`src/rtl/pmcs_pkg.sv`:
```
// Purpose: Constants and state types for the PHY misc control/status bank
// Assumes: 10 MHz core clock, AXI4-Lite register access, 32-bit data
// Notes:   Register index times four gives the byte address
package pmcs_pkg;

  // ****************************************************************
  // Bus and register map
  // ****************************************************************
  localparam int         AXI_AW    = 8;
  localparam int         IDX_W     = 6;
  localparam logic [5:0] IDX_LOOP  = 6'h16;
  localparam logic [5:0] IDX_INT   = 6'h18;
  localparam logic [5:0] IDX_STRAP = 6'h19;
  localparam logic [5:0] IDX_TDR   = 6'h1e;
  localparam logic [5:0] IDX_RST   = 6'h1f;
  localparam logic [5:0] IDX_GIC   = 6'h20;
  localparam logic [1:0] RESP_OKAY = 2'h0;
  localparam logic [1:0] RESP_DEC  = 2'h3;

  // ****************************************************************
  // Field positions
  // ****************************************************************
  localparam int B_CORE_PWR  = 8;
  localparam int B_ACK_ST    = 15;
  localparam int B_TXC_ST    = 14;
  localparam int B_POR_ST    = 11;
  localparam int B_ACK_EN    = 7;
  localparam int B_TXC_EN    = 6;
  localparam int B_POR_EN    = 3;
  localparam int B_TDR_START = 15;
  localparam int B_TDR_AUTO  = 14;
  localparam int B_TDR_DONE  = 1;
  localparam int B_TDR_FAIL  = 0;
  localparam int B_GLOB_RST  = 15;
  localparam int B_DIG_RST   = 14;
  localparam int B_FORCE     = 2;
  localparam int B_GIE       = 1;
  localparam int LOOP_W      = 7;
  localparam int MADDR_W     = 5;

  // ****************************************************************
  // Loop codes and reset values
  // ****************************************************************
  localparam logic [6:0] LB_NONE = 7'h00;
  localparam logic [6:0] LB_PCS  = 7'h01;
  localparam logic [6:0] LB_RS   = 7'h02;
  localparam logic [6:0] LB_DIG  = 7'h04;
  localparam logic [6:0] LB_ANA  = 7'h08;
  localparam logic [6:0] LB_REV  = 7'h10;
  localparam logic       POR_EN_RST   = 1'b1;
  localparam logic       GIE_RST      = 1'b1;
  localparam logic [1:0] STRAP_SETTLE = 2'h2;

  typedef struct packed {
    logic [6:0]        loop;
    logic [4:0]        loop_path;
    logic              ack_en;
    logic              txc_en;
    logic              por_en;
    logic              auto_run;
    logic              start;
    logic              done;
    logic              fail;
    logic              gie;
    logic              force_irq;
    logic [4:0]        strap_s1;
    logic [4:0]        strap_s2;
    logic [4:0]        maddr;
    logic [1:0]        strap_cnt;
    logic              link_q;
    logic              glob_rst;
    logic              dig_rst;
    logic              tdr_go;
    logic              irq;
    logic              aw_rdy;
    logic              aw_hold;
    logic [AXI_AW-1:0] aw_addr;
    logic              w_rdy;
    logic              w_hold;
    logic [31:0]       w_data;
    logic [3:0]        w_strb;
    logic              bvalid;
    logic [1:0]        bresp;
    logic              ar_rdy;
    logic              rvalid;
    logic [31:0]       rdata;
    logic [1:0]        rresp;
  } pmcs_state_t;

  typedef struct packed {
    logic q;
  } pmcs_flag_t;

endpackage

```
`src/rtl/pmcs_flag.sv`:
```
// Purpose: Sticky event flag, set by hardware, cleared by software
// Assumes: Set and clear arrive on the core clock
// Notes:   A set in the clearing cycle wins so no event is lost
`timescale 1ns/100ps
module pmcs_flag
  import pmcs_pkg::*;
(
  input  wire logic aclk,
  input  wire logic aresetn,
  input  wire logic set,
  input  wire logic clr,
  output logic      q
);

  pmcs_flag_t s_r;
  pmcs_flag_t s_nxt;

  always_comb begin
    s_nxt   = s_r;
    s_nxt.q = set | (s_r.q & ~clr);
  end

  always_ff @(posedge aclk) begin
    if (!aresetn) begin
      s_r <= '0;
    end else begin
      s_r <= s_nxt;
    end
  end

  assign q = s_r.q;

  chk_set_wins: assert property (
    @(posedge aclk) disable iff (!aresetn)
    set |=> q) else $error("Sticky flag lost an event");

endmodule

```
`src/rtl/pmcs_regs.sv`:
```
// Purpose: Loopback, power, OAM/POR interrupt, strap and cable test regs
// Assumes: Event and TDR inputs are on aclk; strap pins are asynchronous
// Notes:   AXI4-Lite slave, one write and one read in flight at a time
//
// Our own choice: register access over AXI4-Lite.
`timescale 1ns/100ps
// How it works
// - Loop codes one-hot: PCS, RS, digital
// - Fourth bit analog loop, fifth reverse
// - Bit 8 reads core normal power
// - Ack received sets bit 15, enable 7
// - Tx valid clear sets 14, enable 6
// - POR done sets bit 11, enable 3
// - Interrupt register resets to 0008h
// - Strapped address read in bits 4:0
// - Start bit launches run, self clears
// - Auto-run starts test on link down
// - Done bit set after run finishes
// - Fail only meaningful while done set
// - Fail shows test result after run
// - Global enable gates the three status sources
// - Force bit drives interrupt active
module pmcs_regs
  import pmcs_pkg::*;
(
  input  wire logic              aclk,
  input  wire logic              aresetn,
  input  wire logic [AXI_AW-1:0] s_axi_awaddr,
  input  wire logic              s_axi_awvalid,
  output logic                   s_axi_awready,
  input  wire logic [31:0]       s_axi_wdata,
  input  wire logic [3:0]        s_axi_wstrb,
  input  wire logic              s_axi_wvalid,
  output logic                   s_axi_wready,
  output logic [1:0]             s_axi_bresp,
  output logic                   s_axi_bvalid,
  input  wire logic              s_axi_bready,
  input  wire logic [AXI_AW-1:0] s_axi_araddr,
  input  wire logic              s_axi_arvalid,
  output logic                   s_axi_arready,
  output logic [31:0]            s_axi_rdata,
  output logic [1:0]             s_axi_rresp,
  output logic                   s_axi_rvalid,
  input  wire logic              s_axi_rready,
  input  wire logic              core_normal_pwr,
  input  wire logic              oam_ack_evt,
  input  wire logic              oam_tx_valid_clr_evt,
  input  wire logic              por_done_evt,
  input  wire logic [4:0]        strap_pins,
  input  wire logic              link_up,
  input  wire logic              tdr_finish,
  input  wire logic              tdr_bad,
  output logic [4:0]             loop_path,
  output logic [4:0]             strapped_mgmt_address,
  output logic                   tdr_go,
  output logic                   glob_reset_pulse,
  output logic                   dig_reset_pulse,
  output logic                   irq
);

  pmcs_state_t s_r;
  pmcs_state_t s_nxt;
  logic        ack_st;
  logic        txc_st;
  logic        por_st;
  logic        ack_clr;
  logic        txc_clr;
  logic        por_clr;

  // ****************************************************************
  // Sticky event status
  // ****************************************************************
  pmcs_flag u_ack (
    .aclk    (aclk),
    .aresetn (aresetn),
    .set     (oam_ack_evt),
    .clr     (ack_clr),
    .q       (ack_st)
  );

  pmcs_flag u_txc (
    .aclk    (aclk),
    .aresetn (aresetn),
    .set     (oam_tx_valid_clr_evt),
    .clr     (txc_clr),
    .q       (txc_st)
  );

  pmcs_flag u_por (
    .aclk    (aclk),
    .aresetn (aresetn),
    .set     (por_done_evt),
    .clr     (por_clr),
    .q       (por_st)
  );

  // ****************************************************************
  // Next state
  // ****************************************************************
  always_comb begin
    logic [IDX_W-1:0] widx;
    logic [IDX_W-1:0] ridx;
    logic [15:0]      wd;
    logic             lo;
    logic             hi;
    logic             wr;
    logic [15:0]      rv;
    logic             hit;
    s_nxt   = s_r;
    widx    = s_r.aw_addr[AXI_AW-1:2];
    ridx    = s_axi_araddr[AXI_AW-1:2];
    wd      = s_r.w_data[15:0];
    lo      = s_r.w_strb[0];
    hi      = s_r.w_strb[1];
    wr      = s_r.aw_hold & s_r.w_hold & ~s_r.bvalid;
    rv      = '0;
    hit     = 1'b1;
    ack_clr = 1'b0;
    txc_clr = 1'b0;
    por_clr = 1'b0;

    // Strap pins: two flops, then one capture once they have settled
    s_nxt.strap_s1 = strap_pins;
    s_nxt.strap_s2 = s_r.strap_s1;
    if (s_r.strap_cnt <= STRAP_SETTLE) begin
      s_nxt.strap_cnt = s_r.strap_cnt + 2'h1;
    end
    if (s_r.strap_cnt == STRAP_SETTLE) begin
      s_nxt.maddr = s_r.strap_s2;
    end

    // Write address and data are taken independently
    if (s_axi_awvalid && s_r.aw_rdy) begin
      s_nxt.aw_hold = 1'b1;
      s_nxt.aw_addr = s_axi_awaddr;
    end
    if (s_axi_wvalid && s_r.w_rdy) begin
      s_nxt.w_hold = 1'b1;
      s_nxt.w_data = s_axi_wdata;
      s_nxt.w_strb = s_axi_wstrb;
    end
    if (s_r.bvalid && s_axi_bready) begin
      s_nxt.bvalid = 1'b0;
    end

    if (wr) begin
      s_nxt.aw_hold = 1'b0;
      s_nxt.w_hold  = 1'b0;
      s_nxt.bvalid  = 1'b1;
      s_nxt.bresp   = RESP_OKAY;
      unique case (widx)
        IDX_LOOP: begin
          if (lo) s_nxt.loop = wd[LOOP_W-1:0];
        end
        IDX_INT: begin
          if (lo) begin
            s_nxt.ack_en = wd[B_ACK_EN];
            s_nxt.txc_en = wd[B_TXC_EN];
            s_nxt.por_en = wd[B_POR_EN];
          end
          if (hi) begin
            ack_clr = wd[B_ACK_ST];
            txc_clr = wd[B_TXC_ST];
            por_clr = wd[B_POR_ST];
          end
        end
        IDX_STRAP: begin
        end
        IDX_TDR: begin
          if (hi) begin
            s_nxt.auto_run = wd[B_TDR_AUTO];
            if (wd[B_TDR_START]) s_nxt.start = 1'b1;
          end
        end
        IDX_RST: begin
          if (hi) begin
            s_nxt.glob_rst = wd[B_GLOB_RST];
            s_nxt.dig_rst  = wd[B_DIG_RST];
          end
        end
        IDX_GIC: begin
          if (lo) begin
            s_nxt.gie       = wd[B_GIE];
            s_nxt.force_irq = wd[B_FORCE];
          end
        end
        default: s_nxt.bresp = RESP_DEC;
      endcase
    end else begin
      // Reset pulses stand one cycle only
      s_nxt.glob_rst = 1'b0;
      s_nxt.dig_rst  = 1'b0;
    end
    s_nxt.aw_rdy = ~s_nxt.aw_hold & ~s_nxt.bvalid;
    s_nxt.w_rdy  = ~s_nxt.w_hold & ~s_nxt.bvalid;

    // Read: answer registered one cycle after the address is taken
    unique case (ridx)
      IDX_LOOP: begin
        rv[B_CORE_PWR]     = core_normal_pwr;
        rv[LOOP_W-1:0]     = s_r.loop;
      end
      IDX_INT: begin
        rv[B_ACK_ST] = ack_st;
        rv[B_TXC_ST] = txc_st;
        rv[B_POR_ST] = por_st;
        rv[B_ACK_EN] = s_r.ack_en;
        rv[B_TXC_EN] = s_r.txc_en;
        rv[B_POR_EN] = s_r.por_en;
      end
      IDX_STRAP: rv[MADDR_W-1:0] = s_r.maddr;
      IDX_TDR: begin
        rv[B_TDR_START] = s_r.start;
        rv[B_TDR_AUTO]  = s_r.auto_run;
        rv[B_TDR_DONE]  = s_r.done;
        rv[B_TDR_FAIL]  = s_r.fail;
      end
      IDX_RST: rv = '0;
      IDX_GIC: begin
        rv[B_GIE]   = s_r.gie;
        rv[B_FORCE] = s_r.force_irq;
      end
      default: hit = 1'b0;
    endcase
    if (s_axi_arvalid && s_r.ar_rdy) begin
      s_nxt.rvalid = 1'b1;
      s_nxt.ar_rdy = 1'b0;
      s_nxt.rdata  = {16'h0000, rv};
      s_nxt.rresp  = hit ? RESP_OKAY : RESP_DEC;
    end else if (s_r.rvalid && s_axi_rready) begin
      s_nxt.rvalid = 1'b0;
      s_nxt.ar_rdy = 1'b1;
    end

    // Cable test: auto-run on a falling link, finish clears start
    s_nxt.link_q = link_up;
    if (s_r.auto_run && s_r.link_q && !link_up) begin
      s_nxt.start = 1'b1;
    end
    if (s_r.start && tdr_finish) begin
      s_nxt.start = 1'b0;
      s_nxt.done  = 1'b1;
      s_nxt.fail  = tdr_bad;
    end
    s_nxt.tdr_go = s_nxt.start & ~s_r.start;
    if (s_nxt.tdr_go) begin
      s_nxt.done = 1'b0;
      s_nxt.fail = 1'b0;
    end

    // Loop path decode; anything but a single code leaves it normal
    s_nxt.loop_path = '0;
    unique case (s_nxt.loop)
      LB_PCS:  s_nxt.loop_path[0] = 1'b1;
      LB_RS:   s_nxt.loop_path[1] = 1'b1;
      LB_DIG:  s_nxt.loop_path[2] = 1'b1;
      LB_ANA:  s_nxt.loop_path[3] = 1'b1;
      LB_REV:  s_nxt.loop_path[4] = 1'b1;
      default: s_nxt.loop_path = '0;
    endcase

    // Interrupt: force overrides, global enable gates the sources
    s_nxt.irq = s_r.force_irq
              | (s_r.gie
                 & ((ack_st & s_r.ack_en) | (txc_st & s_r.txc_en)
                  | (por_st & s_r.por_en)));
  end

  // ****************************************************************
  // State register
  // ****************************************************************
  always_ff @(posedge aclk) begin
    if (!aresetn) begin
      s_r        <= '0;
      s_r.por_en <= POR_EN_RST;
      s_r.gie    <= GIE_RST;
      s_r.aw_rdy <= 1'b1;
      s_r.w_rdy  <= 1'b1;
      s_r.ar_rdy <= 1'b1;
    end else if (s_r.glob_rst) begin
      // Global soft reset returns the control fields to their reset values but
      // keeps the strapped address, sticky status flags and bus handshake state
      s_r           <= s_nxt;
      s_r.loop      <= LB_NONE;
      s_r.loop_path <= '0;
      s_r.ack_en    <= 1'b0;
      s_r.txc_en    <= 1'b0;
      s_r.por_en    <= POR_EN_RST;
      s_r.auto_run  <= 1'b0;
      s_r.start     <= 1'b0;
      s_r.done      <= 1'b0;
      s_r.fail      <= 1'b0;
      s_r.gie       <= GIE_RST;
      s_r.force_irq <= 1'b0;
      s_r.tdr_go    <= 1'b0;
    end else begin
      s_r <= s_nxt;
    end
  end

  // ****************************************************************
  // Outputs
  // ****************************************************************
  assign s_axi_awready         = s_r.aw_rdy;
  assign s_axi_wready          = s_r.w_rdy;
  assign s_axi_bvalid          = s_r.bvalid;
  assign s_axi_bresp           = s_r.bresp;
  assign s_axi_arready         = s_r.ar_rdy;
  assign s_axi_rvalid          = s_r.rvalid;
  assign s_axi_rdata           = s_r.rdata;
  assign s_axi_rresp           = s_r.rresp;
  assign loop_path             = s_r.loop_path;
  assign strapped_mgmt_address = s_r.maddr;
  assign tdr_go                = s_r.tdr_go;
  assign glob_reset_pulse      = s_r.glob_rst;
  assign dig_reset_pulse       = s_r.dig_rst;
  assign irq                   = s_r.irq;

  // ****************************************************************
  // Checks
  // ****************************************************************
  chk_loop_pcs: assert property (
    @(posedge aclk) disable iff (!aresetn)
    (s_r.loop == LB_PCS && !s_r.glob_rst) |-> loop_path == 5'h01)
    else $error("PCS loop code not decoded");

  chk_loop_analog: assert property (
    @(posedge aclk) disable iff (!aresetn)
    s_r.loop == LB_ANA |-> loop_path == 5'h08)
    else $error("Analog loop code not decoded");

  chk_loop_normal: assert property (
    @(posedge aclk) disable iff (!aresetn)
    s_r.loop == LB_NONE |-> loop_path == 5'h00)
    else $error("Zero loop code engaged a loop");

  chk_por_en_reset: assert property (
    @(posedge aclk) disable iff (!aresetn)
    $past(!aresetn) |-> (s_r.por_en && !s_r.ack_en && !s_r.txc_en))
    else $error("Interrupt enables wrong after reset");

  chk_ack_status: assert property (
    @(posedge aclk) disable iff (!aresetn)
    oam_ack_evt |=> ack_st)
    else $error("Ack event not recorded");

  chk_irq_cause: assert property (
    @(posedge aclk) disable iff (!aresetn)
    (s_r.gie && por_st && s_r.por_en) |=> irq)
    else $error("Enabled status did not raise interrupt");

  chk_irq_gated: assert property (
    @(posedge aclk) disable iff (!aresetn)
    (!s_r.gie && !s_r.force_irq) |=> !irq)
    else $error("Interrupt raised while globally disabled");

  chk_irq_force: assert property (
    @(posedge aclk) disable iff (!aresetn)
    s_r.force_irq |=> irq)
    else $error("Force did not drive interrupt");

  chk_tdr_finish: assert property (
    @(posedge aclk) disable iff (!aresetn)
    (s_r.start && tdr_finish && !s_r.glob_rst)
      |=> (!s_r.start && s_r.done && s_r.fail == $past(tdr_bad)))
    else $error("TDR finish not reflected");

  chk_tdr_launch: assert property (
    @(posedge aclk) disable iff (!aresetn)
    tdr_go |-> (s_r.start && !s_r.done))
    else $error("TDR launch with done still set");

  chk_auto_run: assert property (
    @(posedge aclk) disable iff (!aresetn)
    (s_r.auto_run && s_r.link_q && !link_up && !s_r.glob_rst && !tdr_finish)
      |=> s_r.start ##1 1'b1)
    else $error("Auto-run missed a link drop");

  chk_read_lat: assert property (
    @(posedge aclk) disable iff (!aresetn)
    (s_axi_arvalid && s_r.ar_rdy) |=> s_axi_rvalid)
    else $error("Read answer late");

endmodule

```
`config.mk`:
```
export PLATFORM = sky130hd
export DESIGN_NAME = pmcs_regs
export DESIGN_NICKNAME = d
export VERILOG_FILES = /design/src/rtl/pmcs_pkg.sv /design/src/rtl/pmcs_flag.sv /design/src/rtl/pmcs_regs.sv
export SDC_FILE = /design/constraint.sdc
export NUM_CORES = 1
export LEC_CHECK = 0
export BUFFER_PORTS_ARGS = -buffer_cell sky130_fd_sc_hd__buf_2
export CAP_MARGIN = 20
export CORE_MARGIN = 2
export CORE_UTILIZATION = 50
export CTS_BUF_LIST = sky130_fd_sc_hd__clkbuf_16
export CTS_CLUSTER_DIAMETER = 40
export CTS_CLUSTER_SIZE = 25
export DETAILED_ROUTE_END_ITERATION = 10
export PLACE_DENSITY = 0.9
export SYNTH_ARGS = -nofsm -noshare
export SYNTH_HDL_FRONTEND = slang
export SYNTH_HIERARCHICAL = 1
export SYNTH_SLANG_ARGS = --single-unit
```
`constraint.sdc`:
```
create_clock -name aclk -period 1.68 [get_ports aclk]
set_clock_uncertainty 0.1 [all_clocks]
set_input_delay 0.336 -clock aclk [delete_from_list [all_inputs] [get_ports aclk]]
set_output_delay 0.336 -clock aclk [all_outputs]
set_load 0.02 [all_outputs]
```
==> results of run 1 <==
==> worst max-delay path, stage by stage, from the launching register on <==
cell	delay, ns
dfxtp_1	0.37
nor2b_1	0.33
and3_4	0.33
buf_4	0.15
mux2i_1	0.23
nor2_1	0.06
==> layout by cell type (no fill, tap or decap), types with 4 or more instances in the layout <==
| cell | synthesis | final |
|---|---|---|
| a21boi_0 | 27 | 27 |
| a222oi_1 | 5 | 5 |
| conb_1 | 1 | 20 |
| nand3_1 | 18 | 18 |
| nand2_1 | 47 | 47 |
| nor4_1 | 6 | 6 |
| nor2_1 | 29 | 29 |
| dfxtp_1 | 86 | 85 |
| buf_2 | 3 | 78 |
| a221oi_1 | 5 | 5 |
| clkbuf_16 | 0 | 9 |
| and2_1 | 16 | 16 |
| inv_1 | 5 | 5 |
| mux2i_1 | 19 | 19 |
| o21a_1 | 4 | 4 |
| or3b_1 | 4 | 4 |
| nand4_1 | 5 | 5 |
| buf_4 | 46 | 10 |
| nor2b_1 | 11 | 11 |
| a21oi_1 | 16 | 16 |
| o21ai_0 | 13 | 13 |
| nand3b_1 | 7 | 7 |
==> through the flow <==
step / util [%] / instances / hold WS (ns)
final: 59.7 / 579 / 0.105
after global routing: 59.7 / 579 / 0.107
after CTS: 59.1 / 573 / 0.0971
after detailed placement: 54.7 / 557 / 0.322
after global placement: 54.7 / 557 / 0.317
after floorplan: - / 441 / 0.312
==> area by class of cell <==
cell class / instances / area [um^2] / area share, %
Clock inverter: 7 / 97.6 / 2.23
Tap cell: 99 / 124 / 2.83
Multi-Input combinational cell: 285 / 1730 / 39.4
Sequential cell: 86 / 1720 / 39.3
Clock buffer: 9 / 225 / 5.14
Inverter: 5 / 18.8 / 0.429
Timing Repair Buffer: 88 / 465 / 10.6
==> state kept, by name, summed over array words and instances, names as in the netlist, 5 cells and up <==
name                   count
s_r                       45
s_axi_rdata               12
loop_path                  5
s_nxt                      5
strapped_mgmt_address      5
==> synthesized netlist by cell type, drive strengths merged <==
master   n
dfxtp   86
buf     51
nand2   47
nor2    29
a21boi  27
mux2i   19
nand3   18
and2    17
a21oi   16
clkbuf  15
nor2b   14
o21ai   13
nand3b   7
nor4     6
a221oi   5
a222oi   5
inv      5
nand4    5
and3     4
o21a     4
or3b     4
nand2b   3
nor3     3
a31oi    2
and3b    2
and4bb   2
ha       2
nand4b   2
or3      2
xnor2    2
and4     1
and4b    1
conb     1
o31ai    1
or2b     1
==> how the worst max path moves through the flow <==
stage / from / endpoint / slack, ns / depth (start not counted)
floorplan: s_axi_bvalid / s_r[126] / 0.05 / 6
global placement: s_axi_araddr[2] / s_axi_rdata[0] / 0.11 / 5
detailed placement: s_axi_araddr[2] / s_axi_rdata[0] / 0.06 / 5
CTS: s_axi_bvalid / loop_path[1] / 0.05 / 4
global route: s_axi_bvalid / s_r[126] / -0.05 / 5
finish: s_r[39] / s_r[126] / 0.009 / 5
==> power by group through the flow <==
stage / logic (uW) / clock network [uW] / registers, uW
floorplan: 397 / 0 / 2260
global placement: 468 / 0 / 2260
detailed placement: 486 / 0 / 2270
CTS: 490 / 2150 / 2230
global route: 542 / 2230 / 2240
finish: 492 / 2120 / 2230
==> what timing repair did <==
action | in CTS | in global routing
setup endpoints to repair | 0 | 4
gates resized for setup | 0 | 1
setup buffers | 0 | 5
endpoints found under the hold margin | 0 | 0
==> layer usage <==
| layer | track usage [%] | part of all wire, % |
|---|---|---|
| met1 | 23.5 | 41 |
| met2 | 33.5 | 48 |
| met3 | 5.81 | 8.7 |
| met4 | 6.19 | 1.4 |
| met5 | 0 | 0 |
==> logic make-up (layout without fill, tap and decap cells) <==
| kind of cell | after synthesis | in the layout | synth area share [%] |
|---|---|---|---|
| other | 1 | 20 | 0.0980 |
| and+or+nand+nor | 168 | 169 | 24.0 |
| xor gates and xnor gates | 2 | 2 | 0.458 |
| buffers and inverters | 71 | 109 | 12.0 |
| muxes | 19 | 19 | 4.97 |
| adders and majority gates | 2 | 2 | 0.654 |
| DFF | 86 | 86 | 45.0 |
| AOI/OAI and AO/OA | 73 | 73 | 12.9 |
==> metrics.txt, run 1 <==
Final Instance Area 4380 um^2; largest net degree at the start of global routing 44; total chip power 4840 uW; YS warnings 6; Slew HR 65.0%; Place WS 0.0619 ns; Flop pwr share 46.0%; leak pwr 0.00186 uW; GR Overflow Total 0; initial antenna violation count 0; CTS tree done; status finished, final reports clean; Slew Viols, Final 0; Reg2Reg Depth 5; DR WL/cell 14.9 um; R2R setup slack 0.009 ns; Core Area 7330 um^2; cell count after synthesis 422; DP Wirelength 6.04 mm; htree depth 3; Clock Tree Root clkbuf_16; Crit. End Element flip-flop; VDD IR max 0.636 mV; DP Area 4010 um^2; Die Wd 91.5 um; Slew @ Worst Pin between 0.5 and 0.6 ns; pwr dens 1110 nW/um^2; diode count 0; Placer Congestion 0.823; drt drc 0; Seq/Total Area, Yosys 45.0%; Port Buffers 78; vias in the first global route around 2,800; Final WS setup ~0.0088 ns; Starting Density between 50% and 60%; Hold Crit Class primary input to flip-flop; area of the mapped netlist 3830 um^2; WP data arrival 1.79 ns; count of final setup violators 0; vias 3,114; Crit Reg-Reg Startpoint s_r[39]; Hold Startpoint strap_pins[1]; Final Cycle Share 99.5%; sw frac 24.7%; Yosys top cell area share 45.0%; CTS clk-pin slew, worst paths 0.06 ns; top cells by area, synth dfxtp_1 (45%), buf_4 (9.0%), a21boi_0 (5.3%); Clk pwr share 43.8%; hold path cells 2; remaining antenna violation count 0; Clock Sinks 86; CTS Hold Bufs 0; Final min period between 1.5 and 2 ns; drt first pass iters 5; reg2reg end s_r[126]; fraction of layout cells with a size suffix above 1 around a quarter; clock latency on the worst-skew pair 0.33 ns; Crit Path Class flip-flop to flip-flop; # fillers 623; FMAX approximately 0.6 GHz; post-route setup TNS 0 ns; Final Hold Fails 0; CP max FO 9; GRT Util Overall 19.6%; Clock Path Buffers 2; area growth from synthesis to layout 14.5%; total CTS buffers 9; I/O pin count ~130; Synth cell types 41; Die Area 8370 um^2; Worst EP required 1.80 ns; Yosys reg bits between 80 and 90; Die Ht 91.5 um; Cell Rows 31; 1st-iter DRT viols 480; Via density 5.38; syn avg cell area 9.07 um^2; global-route wire length before repair 13.1 mm; fin nets 548; Gate power share 10.2%; Int Power roughly 3600 uW; hold endpoint s_nxt[100]; MaxCap Viol Count 0; CP Launch Type flip-flop; P_sw 1200 uW; area leader, netlist dfxtp_1; final wirelength ~8.6 mm
No activity file was read; power rests on OpenSTA's default activity.
==> inputs of run 2 (changes only) <==
--- a/config.mk
+++ b/config.mk
@@ -16,5 +16,4 @@
 export PLACE_DENSITY = 0.9
 export SYNTH_ARGS = -nofsm -noshare
 export SYNTH_HDL_FRONTEND = slang
-export SYNTH_HIERARCHICAL = 1
 export SYNTH_SLANG_ARGS = --single-unit
==> run 2 against run 1 <==
Against the previous run:
- first-iteration DRC count shrank 68%
- combinational power rose by 2%
- flip-flop and latch count stayed put
- core utilization is 0.24 points higher
- global-route usage increased by 0.97 points
- register-to-register slack better by 0.06 ns
- via count shrank 1.4%
- largest power group unchanged
- cell count is 1.2% higher
- highest routed layer unchanged
- die area barely moved
==> metrics.txt, run 2 <==
Final Cycle Share 95.7% (was 99.5%); largest net degree at the start of global routing 30 (was 44); Crit Path Class flip-flop to flip-flop (unchanged); vias 3,069 (was 3,114); sequential cell area 1720 um^2 (about the same); 1st-iter DRT viols 152 (was 480); drt drc 0 (unchanged); setup bufs post-CTS 0 (unchanged); simple-gate share of the synthesized area 22.3% (was 24.0%); area leader, netlist dfxtp_1 (unchanged); Synth cell types 48 (was 41); remaining antenna violation count 0 (unchanged); most frequent cells in the layout dfxtp_1 (86), buf_2 (78), nand2_1 (55) (was dfxtp_1 (85), buf_2 (78), nand2_1 (47)); Core Area 7330 um^2 (unchanged); main combinational cell family by area after synthesis simple AND/OR/NAND/NOR gates (unchanged); Yosys top cell area share 45.0% (about the same); R2R setup slack 0.07 ns (was 0.009 ns); Slew Viols, Final 0 (unchanged); pwr dens 1070 nW/um^2 (was 1110 nW/um^2); Reg2Reg Depth 5 (unchanged); global-route wire length before repair 13.7 mm (was 13.1 mm); diode count 0 (unchanged); GRT Util Overall 20.5% (was 19.6%); WP data arrival 1.77 ns (was 1.79 ns); area growth from synthesis to layout 14.9% (was 14.5%); VDD IR max 0.840 mV (was 0.636 mV); clock latency on the worst-skew pair 0.33 ns (about the same); Post-synth EDFFs 0 (unchanged); FMAX 0.622 GHz (was 0.598 GHz); Die Wd 91.5 um (about the same); MaxCap Viol Count 0 (unchanged); top_reg_cell synth dfxtp_1 (unchanged); GR Overflow Total 0 (unchanged); most common cell after layout, fill and taps aside dfxtp_1 (unchanged); I/O pin count 126 (unchanged); most common cell in the synthesized netlist dfxtp_1 (unchanged); Hold Crit Class primary input to flip-flop (unchanged); hold endpoint s_nxt[101] (was s_nxt[100]); multi-input logic area 1720 um^2 (was 1730 um^2); Crit Reg-Reg Startpoint s_r[75] (was s_r[39]); Cell Rows 31 (unchanged); DR WL/cell 14.4 um (was 14.9 um); fin nets 555 (was 548); Crit. End Element flip-flop (unchanged); cell count after synthesis 426 (was 422); Worst EP required 1.85 ns (was 1.80 ns); max FFs per register 45 (unchanged); unrepaired setup endpoints after global routing no; CP max FO 19 (was 9); CP Launch Type flip-flop (unchanged); DP Wirelength 6.04 mm (about the same); Final Hold Fails 0 (unchanged); post-route setup TNS 0 ns (unchanged); Port Buffers 78 (unchanged); mux cell area share after synthesis 6.05% (was 4.97%); final wirelength 8.44 mm (was 8.63 mm); htree depth 3 (unchanged); initial antenna violation count 0 (unchanged); adder-cell area share of the yosys netlist 0.654% (about the same); Die Area 8370 um^2 (about the same); XOR/XNOR Fraction of Synth Area 0.458% (about the same); crit path cell chain and4bb_4 -> and4bb_1 -> buf_12 -> or3b_1 -> a21oi_1 (was nor2b_1 -> and3_4 -> buf_4 -> mux2i_1 -> nor2_1); YS warnings 0 (was 6); Clock Path Buffers 2 (unchanged); slowest stage delay, CP 0.35 ns (was 0.37 ns); CTS clk-pin slew, worst paths 0.06 ns (about the same); Via density 5.24 (was 5.38); Placer Congestion 0.866 (was 0.823); fraction of layout cells with a size suffix above 1 23.2% (was 23.3%); Yosys reg bits 86 (unchanged); # fillers 638 (was 623); Seq/Total Area, Yosys 45.0% (about the same); drt first pass iters 4 (was 5); area of the mapped netlist 3820 um^2 (was 3830 um^2); CTS tree done (unchanged); Clock Sinks 86 (unchanged); status finished, final reports clean (unchanged); Most flops, register s_r (unchanged); Place WS 0.0978 ns (was 0.0619 ns); hold path cells 2 (unchanged); reg2reg end loop_path[1] (was s_r[126]); Hold Startpoint strap_pins[2] (was strap_pins[1]); Clock Tree Root clkbuf_16 (unchanged); Synth async-reset ratio 0% (unchanged); syn avg cell area 8.98 um^2 (was 9.07 um^2); Final WS setup 0.0723 ns (was 0.00877 ns); Final min period 1.61 ns (was 1.67 ns); slowest cell on the critical path or3b_1 (was dfxtp_1); Synth top cells by count dfxtp_1 (86), nand2_1 (55), buf_4 (47), nor2_1 (27), a21boi_0 (25) (was dfxtp_1 (86), nand2_1 (47), buf_4 (46), nor2_1 (29), a21boi_0 (27)); Starting Density 52.2% (about the same); top cells by area, synth dfxtp_1 (45%), buf_4 (9.2%), mux2i_1 (5.8%) (was dfxtp_1 (45%), buf_4 (9.0%), a21boi_0 (5.3%)); leak pwr 0.00187 uW (was 0.00186 uW); Compound-Gate Fraction of Synth Area 13.4% (was 12.9%); Die Ht 91.5 um (about the same); count of final setup violators 0 (unchanged); total CTS buffers 9 (unchanged); vias in the first global route 2,882 (was 2,805)
==> run 2: layout make-up <==
class                      instances  area share (%)
timing repair buffer              92            11.6
sequential                        86            39.2
clock inverter                     7            1.65
inverter                           6           0.512
multi-input combinational        287            39.2
clock buffer                       9            5.12
tap                               99            2.82
==> run 2: cells by family after synthesis <==
family,Yosys count
AO/OA/AOI/OAI,77
XOR/XNOR,2
adder cells (fa/ha/maj),2
buffers and inverters,72
flip-flops,86
multiplexers,23
other,1
AND/OR/NAND/NOR,163
==> run 2: worst max-delay path by stage <==
stage	start	to	slack, ns
final	s_r[75]	loop_path[1]	0.07
after global routing	s_axi_bvalid	loop_path[0]	0.0005
after CTS	s_r[75]	loop_path[1]	0.08
after detailed placement	s_r[75]	loop_path[1]	0.1
after global placement	s_axi_bvalid	loop_path[1]	0.11
after floorplan	s_axi_bvalid	loop_path[0]	0.002
==> run 2: routing by layer <==
metal	vias to the layer above	wire (um)	GRT usage [%]
met4	0	111	6.44
met2	106	4190	36.2
met5	-	0	0
met1	1441	3560	23.3
li1	1516	-	-
met3	6	576	6.80
==> run 2: critical path: cells and delay by family, from the launching register on <==
family | cells | cell delay [ns]
simple gates | 3 | 0.80
flops | 1 | 0.34
buf+inv | 1 | 0.16
compound gates | 1 | 0.14
==> run 2: where the power goes <==
group          internal, uW  leakage, uW  switching (uW)  total, uW
combinational           199      0.00102             304        503
sequential             2140     0.000704            84.5       2220
clock                  1160     0.000142             807       1960
total                  3500      0.00187            1200       4690
==> run 2: timing repair <==
| item | CTS | global route |
|---|---|---|
| hold buffers | 0 | 0 |
| resized for setup | 0 | 2 |
| setup endpoints to repair | 0 | 3 |
==> run 2: per-stage QoR <==
stage               utilization (%)  cell area (um^2)  instances  total power [uW]  hold slack, ns
detailed placement             55.8              4090        570              2760           0.318
global placement               55.8              4090        570              2740           0.315
CTS                            59.8              4390        586              4710          0.0999
global route                   60.0              4400        586              4860          0.0984
floorplan                         -              3900        445              2650           0.312
finish                         60.0              4400        586              4690           0.106
